File: src/cantc_pkg.sv
// package of the receive-fifo, error and bit-timing status block.
// assumes an apb master on pclk and a protocol core on the same clock.
package cantc_pkg;
	// ****************************************************************
	// register map (byte addresses)
	// ****************************************************************
	localparam logic [7:0] A_FIFO0 = 8'h00;
	localparam logic [7:0] A_FIFO1 = 8'h04;
	localparam logic [7:0] A_IE    = 8'h08;
	localparam logic [7:0] A_ESR   = 8'h0C;
	localparam logic [7:0] A_EIER  = 8'h10;
	localparam logic [7:0] A_TEC   = 8'h14;
	localparam logic [7:0] A_REC   = 8'h18;
	localparam logic [7:0] A_DIAG  = 8'h1C;
	localparam logic [7:0] A_BT0   = 8'h20;
	localparam logic [7:0] A_BT1   = 8'h24;
	localparam logic [7:0] A_STAT  = 8'h28;
	// ****************************************************************
	// fields, resets and limits
	// ****************************************************************
	localparam int F_REL  = 5;
	localparam int F_OVR  = 4;
	localparam int F_FULL = 3;
	localparam int F_WAKE = 3;
	localparam int F_ERROR_SUMMARY_FLAG = 2;
	localparam logic [7:0] EIER_MASK = 8'h97;
	localparam logic [7:0] BT0_RST   = 8'h00;
	localparam logic [6:0] BT1_RST   = 7'h23;
	localparam logic [1:0] FIFO_MAX  = 2'h3;
	localparam logic [8:0] TEC_OFF   = 9'h0FF;
	localparam logic [7:0] PASS_LIM  = 8'h7F;
	localparam logic [7:0] WARN_LIM  = 8'h60;
	localparam logic [7:0] REC_HIGH  = 8'h80;
	localparam logic [7:0] REC_LOAD  = 8'h78;
	localparam logic [2:0] LEC_SW    = 3'h7;
	// ****************************************************************
	// carriers
	// ****************************************************************
	typedef struct packed {
		logic store;
		logic rel_set;
		logic ovr_clr;
		logic full_clr;
	} cantc_fctl_t;
	typedef struct packed {
		logic pend;
		logic full;
		logic ovr;
	} cantc_fen_t;
	typedef struct packed {
		logic [1:0] store;
		logic       err_evt;
		logic [2:0] err_code;
		logic       rx_good;
		logic       tx_good;
		logic       rx_err1;
		logic       rx_err8;
		logic       tx_err8;
		logic [2:0] req_done;
		logic       wake_evt;
		logic       sample_bit;
	} cantc_core_t;
	typedef struct packed {
		logic [1:0] cnt;
		logic       ovr;
		logic       full;
		logic       rel;
		logic       irq;
	} cantc_fifo_t;
endpackage : cantc_pkg

File: src/cantc_fifo_stat.sv
// status of one receive fifo: pending count, flags, release, interrupt.
// assumes store and control pulses on pclk from the parent block.
`timescale 1ns/100ps
module cantc_fifo_stat
	import cantc_pkg::*;
(
	// clock and reset
	input  wire logic        pclk,
	input  wire logic        presetn,
	input  wire logic        ce,
	// control
	input  wire cantc_fctl_t ctl,
	input  wire cantc_fen_t  en,
	// status
	output logic [7:0]       stat,
	output logic             rel_done,
	output logic             irq
);
	cantc_fifo_t s, n;
	logic        room;
	always_comb begin
		n = s;
		n.irq = 1'b0;
		room = (s.cnt != FIFO_MAX) || s.rel;
		if (s.rel) begin
			n.rel = 1'b0;
		end else if (ctl.rel_set && s.cnt != 2'h0) begin
			n.rel = 1'b1;
		end
		n.cnt = s.cnt + {1'b0, ctl.store && room}
			- {1'b0, s.rel};
		if (ctl.ovr_clr) begin
			n.ovr = 1'b0;
		end
		if (ctl.full_clr) begin
			n.full = 1'b0;
		end
		if (ctl.store && !room) begin
			n.ovr = 1'b1;
		end
		if (n.cnt == FIFO_MAX && s.cnt != FIFO_MAX) begin
			n.full = 1'b1;
		end
		n.irq = (en.pend && s.cnt == 2'h0 && n.cnt == 2'h1)
			|| (en.full && n.full && !s.full)
			|| (en.ovr && n.ovr && !s.ovr);
	end
	always_ff @(posedge pclk or negedge presetn) begin
		if (!presetn) begin
			s <= '0;
		end else if (ce) begin
			s <= n;
		end
	end
	assign stat     = {2'h0, s.rel, s.ovr, s.full, 1'b0, s.cnt};
	assign rel_done = s.rel;
	assign irq      = s.irq;
endmodule : cantc_fifo_stat

File: src/cantc_regs.sv
// apb register block: fifo status, interrupt enables, error state,
// error counters, diagnosis and bit timing.
// assumes a protocol core on pclk that pulses events for one cycle.
`timescale 1ns/100ps
module cantc_regs
	import cantc_pkg::*;
(
	// clock and reset
	input  wire logic        pclk,
	input  wire logic        presetn,
	input  wire logic        ce,
	// apb slave
	input  wire logic        psel,
	input  wire logic        penable,
	input  wire logic        pwrite,
	input  wire logic [7:0]  paddr,
	input  wire logic [31:0] pwdata,
	output logic [31:0]      prdata,
	output logic             pready,
	output logic             pslverr,
	// protocol core
	input  wire cantc_core_t core,
	input  wire logic        config_mode,
	input  wire logic        can_rx,
	// controls to the core
	output logic [1:0]       release_pulse,
	output logic             bus_off_flag,
	output logic             err_passive_flag,
	output logic             listen_only_mode,
	output logic             internal_loop_mode,
	output logic [1:0]       resync_jump_width,
	output logic [5:0]       quantum_prescaler,
	output logic [3:0]       segment_one_len,
	output logic [2:0]       segment_two_len,
	output logic             tq_tick,
	// interrupt requests
	output logic             irq_tx,
	output logic [1:0]       irq_fifo,
	output logic             irq_status
);
	// ****************************************************************
	// state
	// ****************************************************************
	typedef struct packed {
		logic [7:0]  ie;
		logic [2:0]  last_error_kind;
		logic        bus_off;
		logic        passive;
		logic        warning;
		logic [7:0]  eier;
		logic [8:0]  tx_fault_counter;
		logic [7:0]  rx_fault_counter;
		logic        listen;
		logic        loop;
		logic [7:0]  bt0;
		logic [6:0]  bt1;
		logic        wake_flag;
		logic        error_summary_flag;
		logic        rx_s1;
		logic        rx_s2;
		logic        last_sample_bit;
		logic [31:0] prdata;
		logic        tx_irq;
		logic [5:0]  tq_cnt;
		logic        tq_tick;
	} cantc_state_t;

	cantc_state_t s, n;
	cantc_fctl_t  fctl [2];
	cantc_fen_t   fen [2];
	logic [7:0]   fstat [2];
	logic [1:0]   frel;
	logic [1:0]   firq;
	logic         setup;
	logic         wr;
	logic         hit;
	logic [7:0]   rd;
	logic [7:0]   esr;
	logic [9:0]   tec_sum;
	logic [8:0]   rec_sum;
	logic         good;
	logic         err_hw;

	assign setup = psel && !penable;
	assign wr    = psel && penable && pwrite && ce;
	assign esr   = {1'b0, s.last_error_kind, 1'b0,
		s.bus_off, s.passive, s.warning};
	assign good   = core.rx_good || core.tx_good;
	assign err_hw = core.err_evt && core.err_code != 3'h0
		&& core.err_code != LEC_SW;

	// ****************************************************************
	// address decode and read mux
	// ****************************************************************
	always_comb begin
		hit = 1'b1;
		rd  = 8'h00;
		unique case (paddr)
			A_FIFO0: rd = fstat[0];
			A_FIFO1: rd = fstat[1];
			A_IE:    rd = s.ie;
			A_ESR:   rd = esr;
			A_EIER:  rd = s.eier;
			A_TEC:   rd = s.tx_fault_counter[7:0];
			A_REC:   rd = s.rx_fault_counter;
			A_DIAG:  rd = {4'h0, s.rx_s2, s.last_sample_bit,
				s.listen, s.loop};
			A_BT0:   rd = s.bt0;
			A_BT1:   rd = {1'b0, s.bt1};
			A_STAT:  rd = {4'h0, s.wake_flag,
				s.error_summary_flag, 2'h0};
			default: hit = 1'b0;
		endcase
	end

	// ****************************************************************
	// receive fifos
	// ****************************************************************
	always_comb begin
		for (int i = 0; i < 2; i++) begin
			fctl[i].store    = core.store[i];
			fctl[i].rel_set  = 1'b0;
			fctl[i].ovr_clr  = 1'b0;
			fctl[i].full_clr = 1'b0;
			if (wr && paddr == (i == 0 ? A_FIFO0 : A_FIFO1)) begin
				fctl[i].rel_set  = pwdata[F_REL];
				fctl[i].ovr_clr  = pwdata[F_OVR];
				fctl[i].full_clr = pwdata[F_FULL];
			end
		end
		fen[0] = '{pend: s.ie[1], full: s.ie[2], ovr: s.ie[3]};
		fen[1] = '{pend: s.ie[4], full: s.ie[5], ovr: s.ie[6]};
	end

	for (genvar g = 0; g < 2; g++) begin : g_fifo
		cantc_fifo_stat u_fifo (
			.pclk     (pclk),
			.presetn  (presetn),
			.ce       (ce),
			.ctl      (fctl[g]),
			.en       (fen[g]),
			.stat     (fstat[g]),
			.rel_done (frel[g]),
			.irq      (firq[g])
		);
	end

	// ****************************************************************
	// next state
	// ****************************************************************
	always_comb begin
		n = s;
		tec_sum = {1'b0, s.tx_fault_counter};
		rec_sum = {1'b0, s.rx_fault_counter};
		n.rx_s1 = can_rx;
		n.rx_s2 = s.rx_s1;
		n.last_sample_bit  = core.sample_bit;
		if (setup) begin
			n.prdata = {24'h0, rd};
		end
		// software writes
		if (wr) begin
			unique case (paddr)
				A_IE:   n.ie = pwdata[7:0];
				A_ESR:  n.last_error_kind = pwdata[6:4];
				A_EIER: n.eier = pwdata[7:0] & EIER_MASK;
				A_DIAG: begin
					n.listen = pwdata[1];
					n.loop   = pwdata[0];
				end
				A_BT0: begin
					if (config_mode) begin
						n.bt0 = pwdata[7:0];
					end
				end
				A_BT1:  n.bt1 = pwdata[6:0];
				A_STAT: begin
					if (pwdata[F_WAKE]) begin
						n.wake_flag = 1'b0;
					end
					if (pwdata[F_ERROR_SUMMARY_FLAG]) begin
						n.error_summary_flag = 1'b0;
					end
				end
				default: ;
			endcase
		end
		// last error field, hardware wins over software
		if (good) begin
			n.last_error_kind = 3'h0;
		end
		if (err_hw) begin
			n.last_error_kind = core.err_code;
		end
		// transmit error counter, saturating at nine bits
		if (core.tx_err8) begin
			tec_sum = tec_sum + 10'h008;
		end else if (core.tx_good && tec_sum != 10'h000) begin
			tec_sum = tec_sum - 10'h001;
		end
		n.tx_fault_counter = tec_sum[9] ? 9'h1FF : tec_sum[8:0];
		// receive error counter
		if (core.rx_err8) begin
			rec_sum = rec_sum + 9'h008;
		end else if (core.rx_err1) begin
			rec_sum = rec_sum + 9'h001;
		end else if (core.rx_good) begin
			if (s.rx_fault_counter > REC_HIGH) begin
				rec_sum = {1'b0, REC_LOAD};
			end else if (rec_sum != 9'h000) begin
				rec_sum = rec_sum - 9'h001;
			end
		end
		n.rx_fault_counter = rec_sum[8] ? 8'hFF : rec_sum[7:0];
		// error state flags follow the counters
		n.bus_off = n.tx_fault_counter > TEC_OFF;
		n.passive = n.tx_fault_counter > {1'b0, PASS_LIM}
			|| n.rx_fault_counter > PASS_LIM;
		n.warning = n.tx_fault_counter > {1'b0, WARN_LIM}
			|| n.rx_fault_counter > WARN_LIM;
		// summary flag, set wins over clear
		if ((err_hw && s.eier[4])
			|| (n.bus_off && !s.bus_off && s.eier[2])
			|| (n.passive && !s.passive && s.eier[1])
			|| (n.warning && !s.warning && s.eier[0])) begin
			n.error_summary_flag = 1'b1;
		end
		if (core.wake_evt) begin
			n.wake_flag = 1'b1;
		end
		n.tx_irq = s.ie[0] && core.req_done != 3'h0;
		// time quantum divider
		n.tq_tick = 1'b0;
		if (s.tq_cnt >= s.bt0[5:0]) begin
			n.tq_cnt  = 6'h00;
			n.tq_tick = 1'b1;
		end else begin
			n.tq_cnt = s.tq_cnt + 6'h01;
		end
	end

	always_ff @(posedge pclk or negedge presetn) begin
		if (!presetn) begin
			s     <= '0;
			s.bt0 <= BT0_RST;
			s.bt1 <= BT1_RST;
		end else if (ce) begin
			s <= n;
		end
	end

	// ****************************************************************
	// outputs
	// ****************************************************************
	assign prdata             = s.prdata;
	assign pready             = ce;
	assign pslverr            = psel && penable && !hit;
	assign release_pulse      = frel;
	assign bus_off_flag       = s.bus_off;
	assign err_passive_flag   = s.passive;
	assign listen_only_mode   = s.listen;
	assign internal_loop_mode = s.loop;
	assign resync_jump_width  = s.bt0[7:6];
	assign quantum_prescaler  = s.bt0[5:0];
	assign segment_one_len    = s.bt1[3:0];
	assign segment_two_len    = s.bt1[6:4];
	assign tq_tick            = s.tq_tick;
	assign irq_tx             = s.tx_irq;
	assign irq_fifo           = firq;
	assign irq_status         = (s.ie[7] && s.wake_flag)
		|| (s.eier[7] && s.error_summary_flag);
endmodule : cantc_regs

File: config.mk
export PLATFORM = sky130hd
export DESIGN_NAME = cantc_regs
export DESIGN_NICKNAME = d
export VERILOG_FILES = /design/src/cantc_pkg.sv /design/src/cantc_fifo_stat.sv /design/src/cantc_regs.sv
export SDC_FILE = /design/constraint.sdc
export NUM_CORES = 1
export LEC_CHECK = 0
export BUFFER_PORTS_ARGS = -buffer_cell sky130_fd_sc_hd__buf_2
export CORE_MARGIN = 4
export CORE_UTILIZATION = 36
export CTS_CLUSTER_DIAMETER = 80
export DETAILED_ROUTE_END_ITERATION = 8
export HOLD_SLACK_MARGIN = 0.15
export MAX_ROUTING_LAYER = met4
export PLACE_DENSITY_LB_ADDON = 0.15
export RECOVER_POWER = 50
export SLEW_MARGIN = 25
export SYNTH_ARGS = -nofsm -noshare
export SYNTH_HDL_FRONTEND = slang
export SYNTH_SLANG_ARGS = --single-unit
export TNS_END_PERCENT = 100
File: constraint.sdc
create_clock -name pclk -period 5.1 [get_ports pclk]
set_input_delay 1.53 -clock pclk [delete_from_list [all_inputs] [get_ports pclk]]
set_output_delay 1.53 -clock pclk [all_outputs]
set_load 0.02 [all_outputs]
# Word level (Yosys, flattened, before mapping)
# Cells that the tools add are included.
# W data, S select, Z words.
[classes]
addsub = 10
magnitude_cmp = 7
n_eq_ne = 17
mux = 37
reduce_logical = 91
[ops]
columns = ["cell", "count"]
rows = [
  ["$pmux W8 S11", 1],
  ["$mux W9", 6],
  ["$logic_and A1 B1 Y1", 40],
  ["$eq A8 B5 Y1 const B", 4],
  ["$eq A8 B6 Y1 const B", 3],
  ["$mux W10", 2],
  ["$gt A9 B7 Y1 const B", 2],
  ["$mux W1", 18],
  ["$mux W3", 6],
  ["$eq A8 B4 Y1 const B", 2],
  ["$gt A8 B7 Y1 const B", 2],
  ["$reduce_bool A2 Y1", 8],
  ["$reduce_and A3 Y1", 5],
  ["$logic_or A1 B1 Y1", 13],
  ["$reduce_and A4 Y1", 3],
  ["$reduce_bool A3 Y1", 4],
  ["$logic_not A1 Y1", 11],
  ["$reduce_or A11 Y1", 1],
  ["$add A9 B4 Y10 const B", 1],
  ["$sub A9 B1 Y10 const B", 1],
  ["$add A8 B1 Y9 const B", 1],
  ["$add A8 B4 Y9 const B", 1],
  ["$gt A9 B8 Y1 const B", 1],
  ["$reduce_bool A9 Y1", 1],
  ["18 further kinds", 25],
]
[totals]
ff_bits = 86
in_bits = 64
output_inout_bits = 60
elab_cells = 193

# Longest topological paths before layout
# Gate-level depths: netlist of run 1.
[depth]
depth_word = 15
mapped_depth = 11
depth_no_buf = 10

# Hierarchy
# From an unflattened synthesis of run 1, not the netlist that was laid out.
[hier_totals]
hier_cells = 648
hier_area_um2 = 6085.8
[modules_own_cells]
columns = ["module", "n_inst", "cells_per_inst", "area_per_inst_um2", "seq_area_each_um2"]
rows = [
  ["cantc_regs", 1, 564, 5307.6, 1855.5],
  ["cantc_fifo_stat", 2, 42, 389.1, 150.1],
]

# Worst setup path before layout of run 1
# No wires, ideal clock.
[synth_path]
path_kind = "input to output"
from = "in paddr[4]"
to = "out pslverr"
arrival_time_ns = 2.732
required_ns = 3.570
path_slack_ns = 0.838
path_stages = 5
path_buffers = 0
cell_sequence = "or4b_1 nor2_1 nor2_1 nand4_1 a21oi_1"
[synth_via]
elab_chain_len = 5
word_cells_on_any_way = 15
classes_between = "eq/ne (10); mux (1); reduce/logical (4)"
[synth_rtl]
columns = ["element", "line", "rtl"]
rows = [
  ["start, declared", "cantc_regs.sv:16", "input wire logic [7:0] paddr,"],
  ["$eq A8 B3 Y1, or another cell as far along", "cantc_regs.sv:98", "unique case (paddr)"],
  ["$reduce_or A11 Y1 (no source line) *", "n/a", ""],
  ["$mux W1 *", "cantc_regs.sv:98", ""],
  ["$logic_not A1 Y1 *", "cantc_regs.sv:257", "assign pslverr = psel && penable && !hit;"],
  ["$logic_and A1 B1 Y1 *", "cantc_regs.sv:257", ""],
  ["end, declared", "cantc_regs.sv:20", "output logic pslverr,"],
]
# Mark *: on every way between the ends. The rest lies on a longest branch, timed or not.

# Final worst setup path of run 1
# Same ends and word-level chain as after synthesis.

==> metrics.txt, run 1 <==
outcome=finished with violations; violated checks=max-capacitance violations, max-slew violations; largest net degree at the start of global routing=a little under 60; cell row count=45; CP max stage delay=between 0.5 and 0.6 ns; Register-to-Register Path Depth=10; R2R Setup Slk=1.89 ns; Layout Area Growth over Synthesis=9.53%; combinational share of power=around 28%; WHS Endpoint=prdata[1]; Worst Setup Start Kind=primary input; Synthesis Warnings=0; Synth Flop Type=dfrtp_1; vias in the first global route=4815; Async S/R FF share, synth=100%; Final Slew Violations=96; FILL cells=1511; critical path's slowest cell=or4b_1; Post-DRT Antenna Nets=0; Hold Vio Cnt, Final=0; Int Pwr=1460 uW; RSZ-0062 raised after global routing=false; Seq/Total Area, Yosys=37.7%; number of buffers created by CTS=9; CP top delay family=simple AND/OR/NAND/NOR gates; Die H=134 um; placer congestion estimate=0.894; first-pass GRT wire length=26900 um; r2r startpoint=s[62]; num ports=124; initial core utilization=37.2%; setup_tns=0 ns; clock power share=roughly 28%; skew final=0.00574 ns; Clock Path Buffers=2; Via density=5.53; CTS Hold Bufs=0; DRT iter0 DRCs=459; CTS root buffer=clkbuf_16; worst setup margin=approximately 0.58 ns; Vias=just under 5k; CTS tree=built; worst skew pair latency=~0.34 ns; # clock sinks=between 80 and 90; Slew HR=-109%; cell count after synthesis=between 600 and 700; total net switching power=around 910 uW; Worst Setup End Kind=output pin; layout cells sized above 1=18.9%; RR Endpoint=s[43]; post-CTS sizing=0; worst path required time=roughly 3.6 ns; Yosys reg bits=between 80 and 90; number of iterations in the first detailed-routing pass=5; worst setup path start=paddr[4]; minimum clock period=4.52 ns; Hold Path Origin=prdata[1]; Hold Path Class=register to register; GRT Util Overall=approximately a fifth; worst slew pin tran=about 3.1 ns; Worst Path Buf+Inv=2; Pleak=0.00280 uW; Seq pwr share=between 40 and 50%; Syn Area/Cell=9.11 um^2; post-CTS setup buffers=0; sw frac=roughly two fifths; hpwl dp=~13000 um; Max-cap violations=2; area of the core=15400 um^2; Avg WL per Cell=19.0 um; Overflow after GRT=0; synth unique cells=66; H-tree levels=3; main combinational cell family by area after synthesis=compound AO/OA/AOI/OAI gates; Worst-path clk slew=0.06 ns; nets@finish=747; fmax=approximately 220 MHz; maximum VDD drop=0.199 mV; sequence of cells on the critical path=buf_2, or4b_1, nor2_1, nor2_1, nand4_1, a21oi_1, buf_2; die area=17900 um^2; ant diodes=0; final setup fails=0; Post-Syn Area=5710 um^2; # DRC=0; Final period util=88.7%; critical path type=primary input to output pin; post-synthesis compound-gate area fraction=20.1%; area share of fa/ha/maj cells after synthesis=under 10%; hold path depth=1; simple-gate share of the synthesized area=17.8%; Placement Setup Slack=0.611 ns; crit path DAT=between 2 and 3 ns; crit-path max FO=5; initial antenna violation count=0; Post-synth EDFFs=0; mux cell area share after synthesis=around 7.6%; Die Span X=134 um; pwr dens=379 nW/um^2; number of port buffers=75; WL final=16700 um; Post-Synth XOR/XNOR Area=under 10%
## cell usage in the layout (no fill, tap or decap), types with 21 or more instances in the layout
cell type  count
nand2_1       47
inv_1         23
conb_1        24
buf_2         60
o21ai_0       28
mux2_2        35
a21oi_1       25
nor2_1        56
ha_1          21
dfrtp_1       83
## worst register-to-register path: stages, from the launching register on
cell	delay, ns
dfrtp_1	0.54
inv_1	0.18
ha_1	0.23
or4b_4	0.52
or3_4	0.37
nand2_1	0.08
nor4_1	0.05
nor4_1	0.50
a311oi_1	0.26
nor3_1	0.25
o21ai_1	0.10
## power by group through the flow
stage / registers [uW] / logic, uW / clock network, uW
after floorplan: 893 / 611 / 0
after global placement: 1050 / 654 / 0
after detailed placement: 1060 / 670 / 0
after CTS: 1050 / 673 / 667
after global routing: 1070 / 760 / 695
final: 1050 / 672 / 652
## state kept, by name, indices dropped and copies added, names as in the netlist, 3 cells and up
register and flops:
prdata 8, quantum_prescaler 6, segment_two_len 3, segment_one_len 4, s 34, g_fifo.u_fifo.stat 8, esr 4, fen 6
## cells by family (layout without fill, tap and decap cells)
logic type / Yosys count / after routing
adder cells (fa/ha/maj): 21 / 21
flip-flops: 86 / 86
other: 1 / 24
multiplexers: 39 / 39
AO/OA/AOI/OAI: 164 / 164
XOR/XNOR: 12 / 12
buffers and inverters: 105 / 122
AND/OR/NAND/NOR: 199 / 199
## cell usage after synthesis (5+ instances only)
cell	number	share of area, %
or3_1	5	0.55
nand4_1	5	0.55
a31oi_1	13	1.4
a21oi_1	25	2.2
nor2_1	56	3.7
o21ai_1	5	0.44
nor2b_1	5	0.55
buf_4	52	6.8
dfrtp_1	83	36
mux2_2	35	6.9
xnor2_1	8	1.2
nand2b_1	8	0.88
inv_1	23	1.5
nor3_1	13	1.1
nor4_1	6	0.66
a221oi_1	8	1.2
a22o_1	12	1.8
and3_1	5	0.55
o21ai_0	28	2.5
a22oi_1	19	2.5
nand3_1	20	1.8
a21o_1	11	1.4
nand3b_1	7	0.92
ha_1	21	4.6
clkbuf_1	28	1.8
nand2_1	47	3.1
## area by class of cell
type | instances | area (um^2) | share of cell area (%)
Multi-Input combinational cell | 459 | 3050 | 48.8
Inverter | 24 | 90.1 | 1.44
Sequential cell | 86 | 2160 | 34.5
Clock buffer | 14 | 254 | 4.06
Timing Repair Buffer | 82 | 405 | 6.48
Tap cell | 211 | 264 | 4.22
Clock inverter | 2 | 35.0 | 0.560
## layer usage
metal | track usage, % | up-vias | share of wire, %
met5 | - | - | 0
met4 | 3.89 | 0 | 1.1
met3 | 3.38 | 15 | 5.3
met2 | 28.8 | 172 | 45
met1 | 28.0 | 2374 | 49
li1 | - | 2291 | -
## through the flow
stage	utilization (%)	cells	hold slack [ns]	cell area [um^2]	power, uW
floorplan	-	650	0.450	5800	1500
global placement	39.0	862	0.457	5990	1710
detailed placement	39.0	862	0.477	5990	1730
CTS	40.9	878	0.491	6280	2390
global route	40.7	878	0.503	6260	2530
finish	40.7	878	0.485	6260	2370
## worst max path at each step
stage,end,slack (ns),cells after the start
after floorplan,pslverr,0.84,5
final,pslverr,0.58,7
after detailed placement,pslverr,0.61,7
after CTS,pslverr,0.61,7
after global routing,prdata[3],0.33,1
after global placement,pslverr,0.63,7
Note: power is estimated with default switching activity, not from simulation.
==> run 2, diff against run 1 <==
Settings changed: CORE_ASPECT_RATIO set to 1.4.
==> run 2 against run 1 <==
Compared with the run above: the run still ends with max-capacitance violations, max-slew violations left; sequential share of layout area fell by 0.089 points; clock skew is 0.00086 ns higher; routed wire length is essentially flat; clock-buffer cell count decreased by 3; cell count fell by 1.7%; sequential power barely moved; hold slack worse by 0.0048 ns; setup slack better by 0.035 ns; die area up 0.16%; largest cell class unchanged; highest routed layer unchanged.
==> metrics.txt, run 2 (same netlist as run 1, synthesis figures left out) <==
number of port buffers=75 (unchanged); Vias=4876 (+0.49%); most frequent cells in the layout=83 x dfrtp_1, 59 x buf_2, 56 x nor2_1; Hold Path Class=register to register; Top reg by flops=s; setup_tns=0 ns (unchanged); pwr dens=389 nW/um^2 (+2.5%); sequence of cells on the critical path=buf_2, or4b_1, nor2_1, nor2_1, nand4_1, a21oi_1, buf_2; crit-path max FO=5 (unchanged); multi-input logic area=3050 um^2 (unchanged); cell row count=54 (+20%); sw frac=37.9% (-0.41 points); Post-Place Cells=847 (-1.7%); CP max stage delay=0.57 ns (about the same); CTS Hold Bufs=0 (unchanged); Overflow after GRT=0 (unchanged); Via density=5.65 (+2.2%); fmax=223 MHz (+0.79%); Seq pwr share=43.2% (-1.0 points); largest net degree at the start of global routing=66 (+14%); outcome=finished with violations; Avg WL per Cell=19.4 um (+1.8%); total net switching power=925 uW (+1.6%); initial core utilization=36.6% (-0.56 points); Post-Layout Cell Count=863 (-1.7%); critical path's slowest cell=or4b_1; Final period util=88.0% (-0.69 points); violated checks=max-capacitance violations, max-slew violations; # DRC=0 (unchanged); DRT iter0 DRCs=278 (-39%); ant diodes=0 (unchanged); FILL cells=1608 (+6.4%); Die Span X=114 um (-15%); post-CTS setup buffers=0 (unchanged); Post-DRT Antenna Nets=0 (unchanged); crit path DAT=2.96 ns (-0.03 ns); minimum clock period=4.49 ns (-0.0353 ns); worst setup margin=0.613 ns (+0.0353 ns); met3 usage=2.46% (-0.91 points); first-pass GRT wire length=26300 um (-2.2%); area of the core=15600 um^2 (+1.5%); hpwl dp=12600 um (+0.16%); CTS root buffer=clkbuf_16; Hold Slack=0.480 ns (-0.00485 ns); Die H=157 um (+17%); worst skew pair latency=0.34 ns (about the same); Layout Area Growth over Synthesis=9.81%; layout cells sized above 1=19.3% (+0.45 points); Max-cap violations=1 (-1); Int Pwr=1510 uW (+3.4%); initial antenna violation count=0 (unchanged); Pleak=0.00282 uW (+0.61%); H-tree levels=3 (unchanged); critical path type=primary input to output pin; Worst Setup End Kind=output pin; GRT Util Overall=19.2% (-0.24 points); vias in the first global route=4804 (-0.23%); flip-flop count of the largest register after layout=34 (unchanged); Worst Setup Start Kind=primary input; final setup fails=0 (unchanged); worst slew pin tran=1.73 ns (-1.41 ns); clock power share=29.5% (+2.0 points); global routing's busiest layer=met2; skew final=0.00659 ns (+0.000858 ns); Slew HR=-15.1% (+94 points); post-CTS sizing=0 (unchanged); Final Slew Violations=66 (-31%); placer congestion estimate=0.896 (+0.13%); nets@finish=747 (unchanged); CTS tree=built; Worst-path clk slew=0.06 ns (about the same); number of buffers created by CTS=9 (unchanged); Hold Vio Cnt, Final=0 (unchanged); worst path required time=3.57 ns (about the same); met1 usage=24.8% (-3.3 points); WL final=16700 um (about the same); number of iterations in the first detailed-routing pass=5 (unchanged); Clock Path Buffers=2 (unchanged); # clock sinks=86 (unchanged); maximum VDD drop=0.182 mV (-8.5%); num ports=124 (unchanged); commonest non-fill, non-tap cell in the layout=dfrtp_1; Global Route met2 Usage=32.1% (+3.3 points); Placement Setup Slack=0.614 ns (+0.00318 ns); RSZ-0062 raised after global routing=false; FF/Latch Area=2160 um^2 (unchanged); die area=18000 um^2 (+0.16%); combinational share of power=27.4% (-0.9 points)
==> run 2: cell types whose count changed in the layout (fill, tap and decap cells not counted) <==
cell	change
inv_6	+1
buf_2	-1
clkinvlp_4	+1
clkbuf_2	+1
clkbuf_1	-3
bufinv_16	+1
==> run 2: routing by layer <==
metal	wire [um]	share of wire (%)
met2	8470	51
met1	7360	44
met4	179	1.1
met5	0	0
met3	715	4.3
==> run 2: layout make-up <==
type                       count  area share, %
inverter                      24           1.44
sequential                    86           34.4
clock inverter                 5           1.30
multi-input combinational    459           48.7
tap                          196           3.91
clock buffer                  11           3.87
timing repair buffer          82           6.46
==> run 2: critical path, delay by kind of cell <==
kind / cells / cell delay (ns)
simple gates: 4 / 1.10
compound gates: 1 / 0.05
buf+inv: 2 / 0.28
==> run 2: final timing paths <==
check	from	end	slack, ns	depth (start not counted)
worst min-delay path	prdata[2]	prdata[2]	0.48	1
max in group asynchronous	presetn	prdata[2]	1.61	2
worst max-delay path	paddr[4]	pslverr	0.61	7
worst min register to register	prdata[2]	prdata[2]	0.48	1
min in group asynchronous	presetn	g_fifo[1].u_fifo.irq	1.63	1
worst max register to register	s[62]	s[43]	2.00	10
==> run 2: metrics by stage <==
stage | power (uW) | utilization, % | instance area (um^2)
2_1_floorplan | 1500 | - | 5800
3_3_place_gp | 1720 | 38.3 | 5970
3_5_place_dp | 1730 | 38.3 | 5970
4_1_cts | 2450 | 40.4 | 6300
5_1_grt | 2590 | 40.2 | 6270
6_report | 2440 | 40.2 | 6270
==> run 2: power groups by stage <==
stage               logic [uW]  clock network [uW]  registers, uW
global route               756                 763           1070
CTS                        672                 734           1050
finish                     668                 718           1050
global placement           659                   0           1060
detailed placement         669                   0           1060
floorplan                  611                   0            893
==> run 3, diff against run 2 <==
Settings changed: SLEW_MARGIN 25 to 20.
Clock period 5.1 ns to 4.69 ns, I/O delays scaled along.
==> run 3 against run 2 <==
Compared with the run above: critical path depth up 2; global-route usage about the same; sequential share of layout area up 0.14 points; sequential cell count unchanged; sequential power up 9%; core utilization down 0.16 points; critical path type unchanged; die area unchanged; the run still ends with max-capacitance violations, max-slew violations left; critical endpoint unchanged.
==> metrics.txt, run 3 (same netlist as run 1, synthesis figures left out) <==
Die H=157 um (unchanged); Top reg by flops=s; Via density=5.67 (+0.32%); FILL cells=1609 (+0.062%); initial antenna violation count=0 (unchanged); number of buffers created by CTS=9 (unchanged); Hold Path Origin=prdata[2]; layout cells sized above 1=19.6% (+0.24 points); r2r startpoint=s[62]; vias in the first global route=4767 (-0.77%); worst slew pin tran=1.81 ns (+0.0857 ns); area of the core=15600 um^2 (unchanged); critical path's slowest cell=nor4_1; Die Span X=114 um (unchanged); Layout Area Growth over Synthesis=9.37%; num ports=124 (unchanged); final setup fails=0 (unchanged); Clock Path Buffers=2 (unchanged); outcome=finished with violations; nets@finish=749 (+0.27%); RSZ-0062 raised after global routing=false; CTS root buffer=clkbuf_16; DRT iter0 DRCs=390 (+40%); # DRC=0 (unchanged); overall power=2560 uW (+5.0%); Avg WL per Cell=19.3 um (-0.50%); setup_tns=0 ns (unchanged); placer congestion estimate=0.875 (-2.2%); worst path required time=3.28 ns (-0.29 ns); worst skew pair latency=0.33 ns (about the same); Hold Vio Cnt, Final=0 (unchanged); Pleak=0.00282 uW (about the same); most frequent cells in the layout=83 x dfrtp_1, 60 x buf_2, 56 x nor2_1; hpwl dp=12500 um (-1.1%); hold path depth=1 (unchanged); die area=18000 um^2 (unchanged); Slew HR=-20.8% (-5.7 points); fmax=243 MHz; RR Endpoint=s[43]; WHS Endpoint=prdata[2]; commonest non-fill, non-tap cell in the layout=dfrtp_1; Register-to-Register Path Depth=10 (unchanged); Worst Path Buf+Inv=3 (+1); pwr dens=410 nW/um^2 (+5.4%); sequence of cells on the critical path=buf_2, nor2_1, nand2_1, nor2_1, buf_4, nor4_1, nand4_1, a21oi_1, buf_2; post-CTS sizing=0 (unchanged); WL final=16700 um (-0.27%); initial core utilization=36.6% (unchanged); H-tree levels=3 (unchanged); # clock sinks=86 (unchanged); skew final=0.00569 ns (-0.000900 ns); minimum clock period=~4.1 ns; violated checks=max-capacitance violations, max-slew violations; number of iterations in the first detailed-routing pass=7 (+2); final core occ=40.0% (-0.16 points); ant diodes=0 (unchanged); GRT Util Overall=19.2% (about the same); largest net degree at the start of global routing=72 (+9.1%); critical path type=primary input to output pin; Final Slew Violations=72 (+9.1%); Worst Setup Start Kind=primary input; Placement Setup Slack=0.591 ns (-0.0230 ns); Max-cap violations=1 (unchanged); flip-flop count of the largest register after layout=34 (unchanged); Post-Place Cells=849 (+0.24%); cell row count=54 (unchanged); Overflow after GRT=0 (unchanged); CTS tree=built; first-pass GRT wire length=26400 um (+0.45%); Post-Layout Cell Count=865 (+0.23%); number of port buffers=75 (unchanged); worst setup margin=0.575 ns (-0.0375 ns); R2R Setup Slk=1.58 ns (-0.42 ns); post-CTS setup buffers=0 (unchanged); Hold Path Class=register to register; Worst-path clk slew=0.06 ns (about the same); Worst Setup End Kind=output pin; CP top delay family=simple AND/OR/NAND/NOR gates; Final period util=87.7%; Post-DRT Antenna Nets=0 (unchanged); CP max stage delay=0.34 ns (-0.23 ns); CTS Hold Bufs=0 (unchanged); maximum VDD drop=0.207 mV (+14%); crit-path max FO=7 (+2); Vias=4903 (+0.55%); crit path DAT=2.71 ns (-0.25 ns)
[run 3: layout make-up]
class / count / area [um^2] / share of cell area, %
Tap cell: 196 / 245 / 3.92
Inverter: 24 / 90.1 / 1.44
Clock inverter: 5 / 50.0 / 0.801
Clock buffer: 11 / 233 / 3.72
Timing Repair Buffer: 84 / 422 / 6.75
Multi-Input combinational cell: 459 / 3050 / 48.9
Sequential cell: 86 / 2160 / 34.5
[run 3: power breakdown]
group / switching, uW / total, uW / internal, uW
logic: 418 / 723 / 305
registers: 283 / 1140 / 858
clock network: 288 / 697 / 410
[run 3: how the worst max path moves through the flow]
stage / from / to / slack [ns] / depth (start not counted)
after global routing: paddr[7] / pslverr / 0.42 / 9
after floorplan: paddr[4] / pslverr / 0.67 / 5
after detailed placement: paddr[4] / pslverr / 0.59 / 8
after global placement: paddr[4] / pslverr / 0.58 / 8
final: paddr[3] / pslverr / 0.58 / 9
after CTS: paddr[4] / pslverr / 0.59 / 8
[run 3: routing by layer]
metal / share of wire [%] / global-route usage [%] / vias up
li1: - / - / 2298
met1: 44 / 25.3 / 2410
met2: 50 / 31.3 / 178
met3: 5.4 / 2.58 / 17
met4: 1.3 / 4.53 / 0
met5: 0 / - / -
[run 3: worst reg2reg max path, delay by kind of cell (launching register included)]
family	cells	cell delay, ns
AO/OA/AOI/OAI	4	0.83
adder cells (fa/ha/maj)	1	0.24
buffers and inverters	1	0.18
flip-flops	1	0.52
AND/OR/NAND/NOR	4	1.21
[run 3: through the flow]
step / cell area (um^2) / hold WS, ns
2_1_floorplan: 5800 / 0.450
3_3_place_gp: 5990 / 0.464
3_5_place_dp: 5990 / 0.461
4_1_cts: 6270 / 0.474
5_1_grt: 6250 / 0.488
6_report: 6250 / 0.471
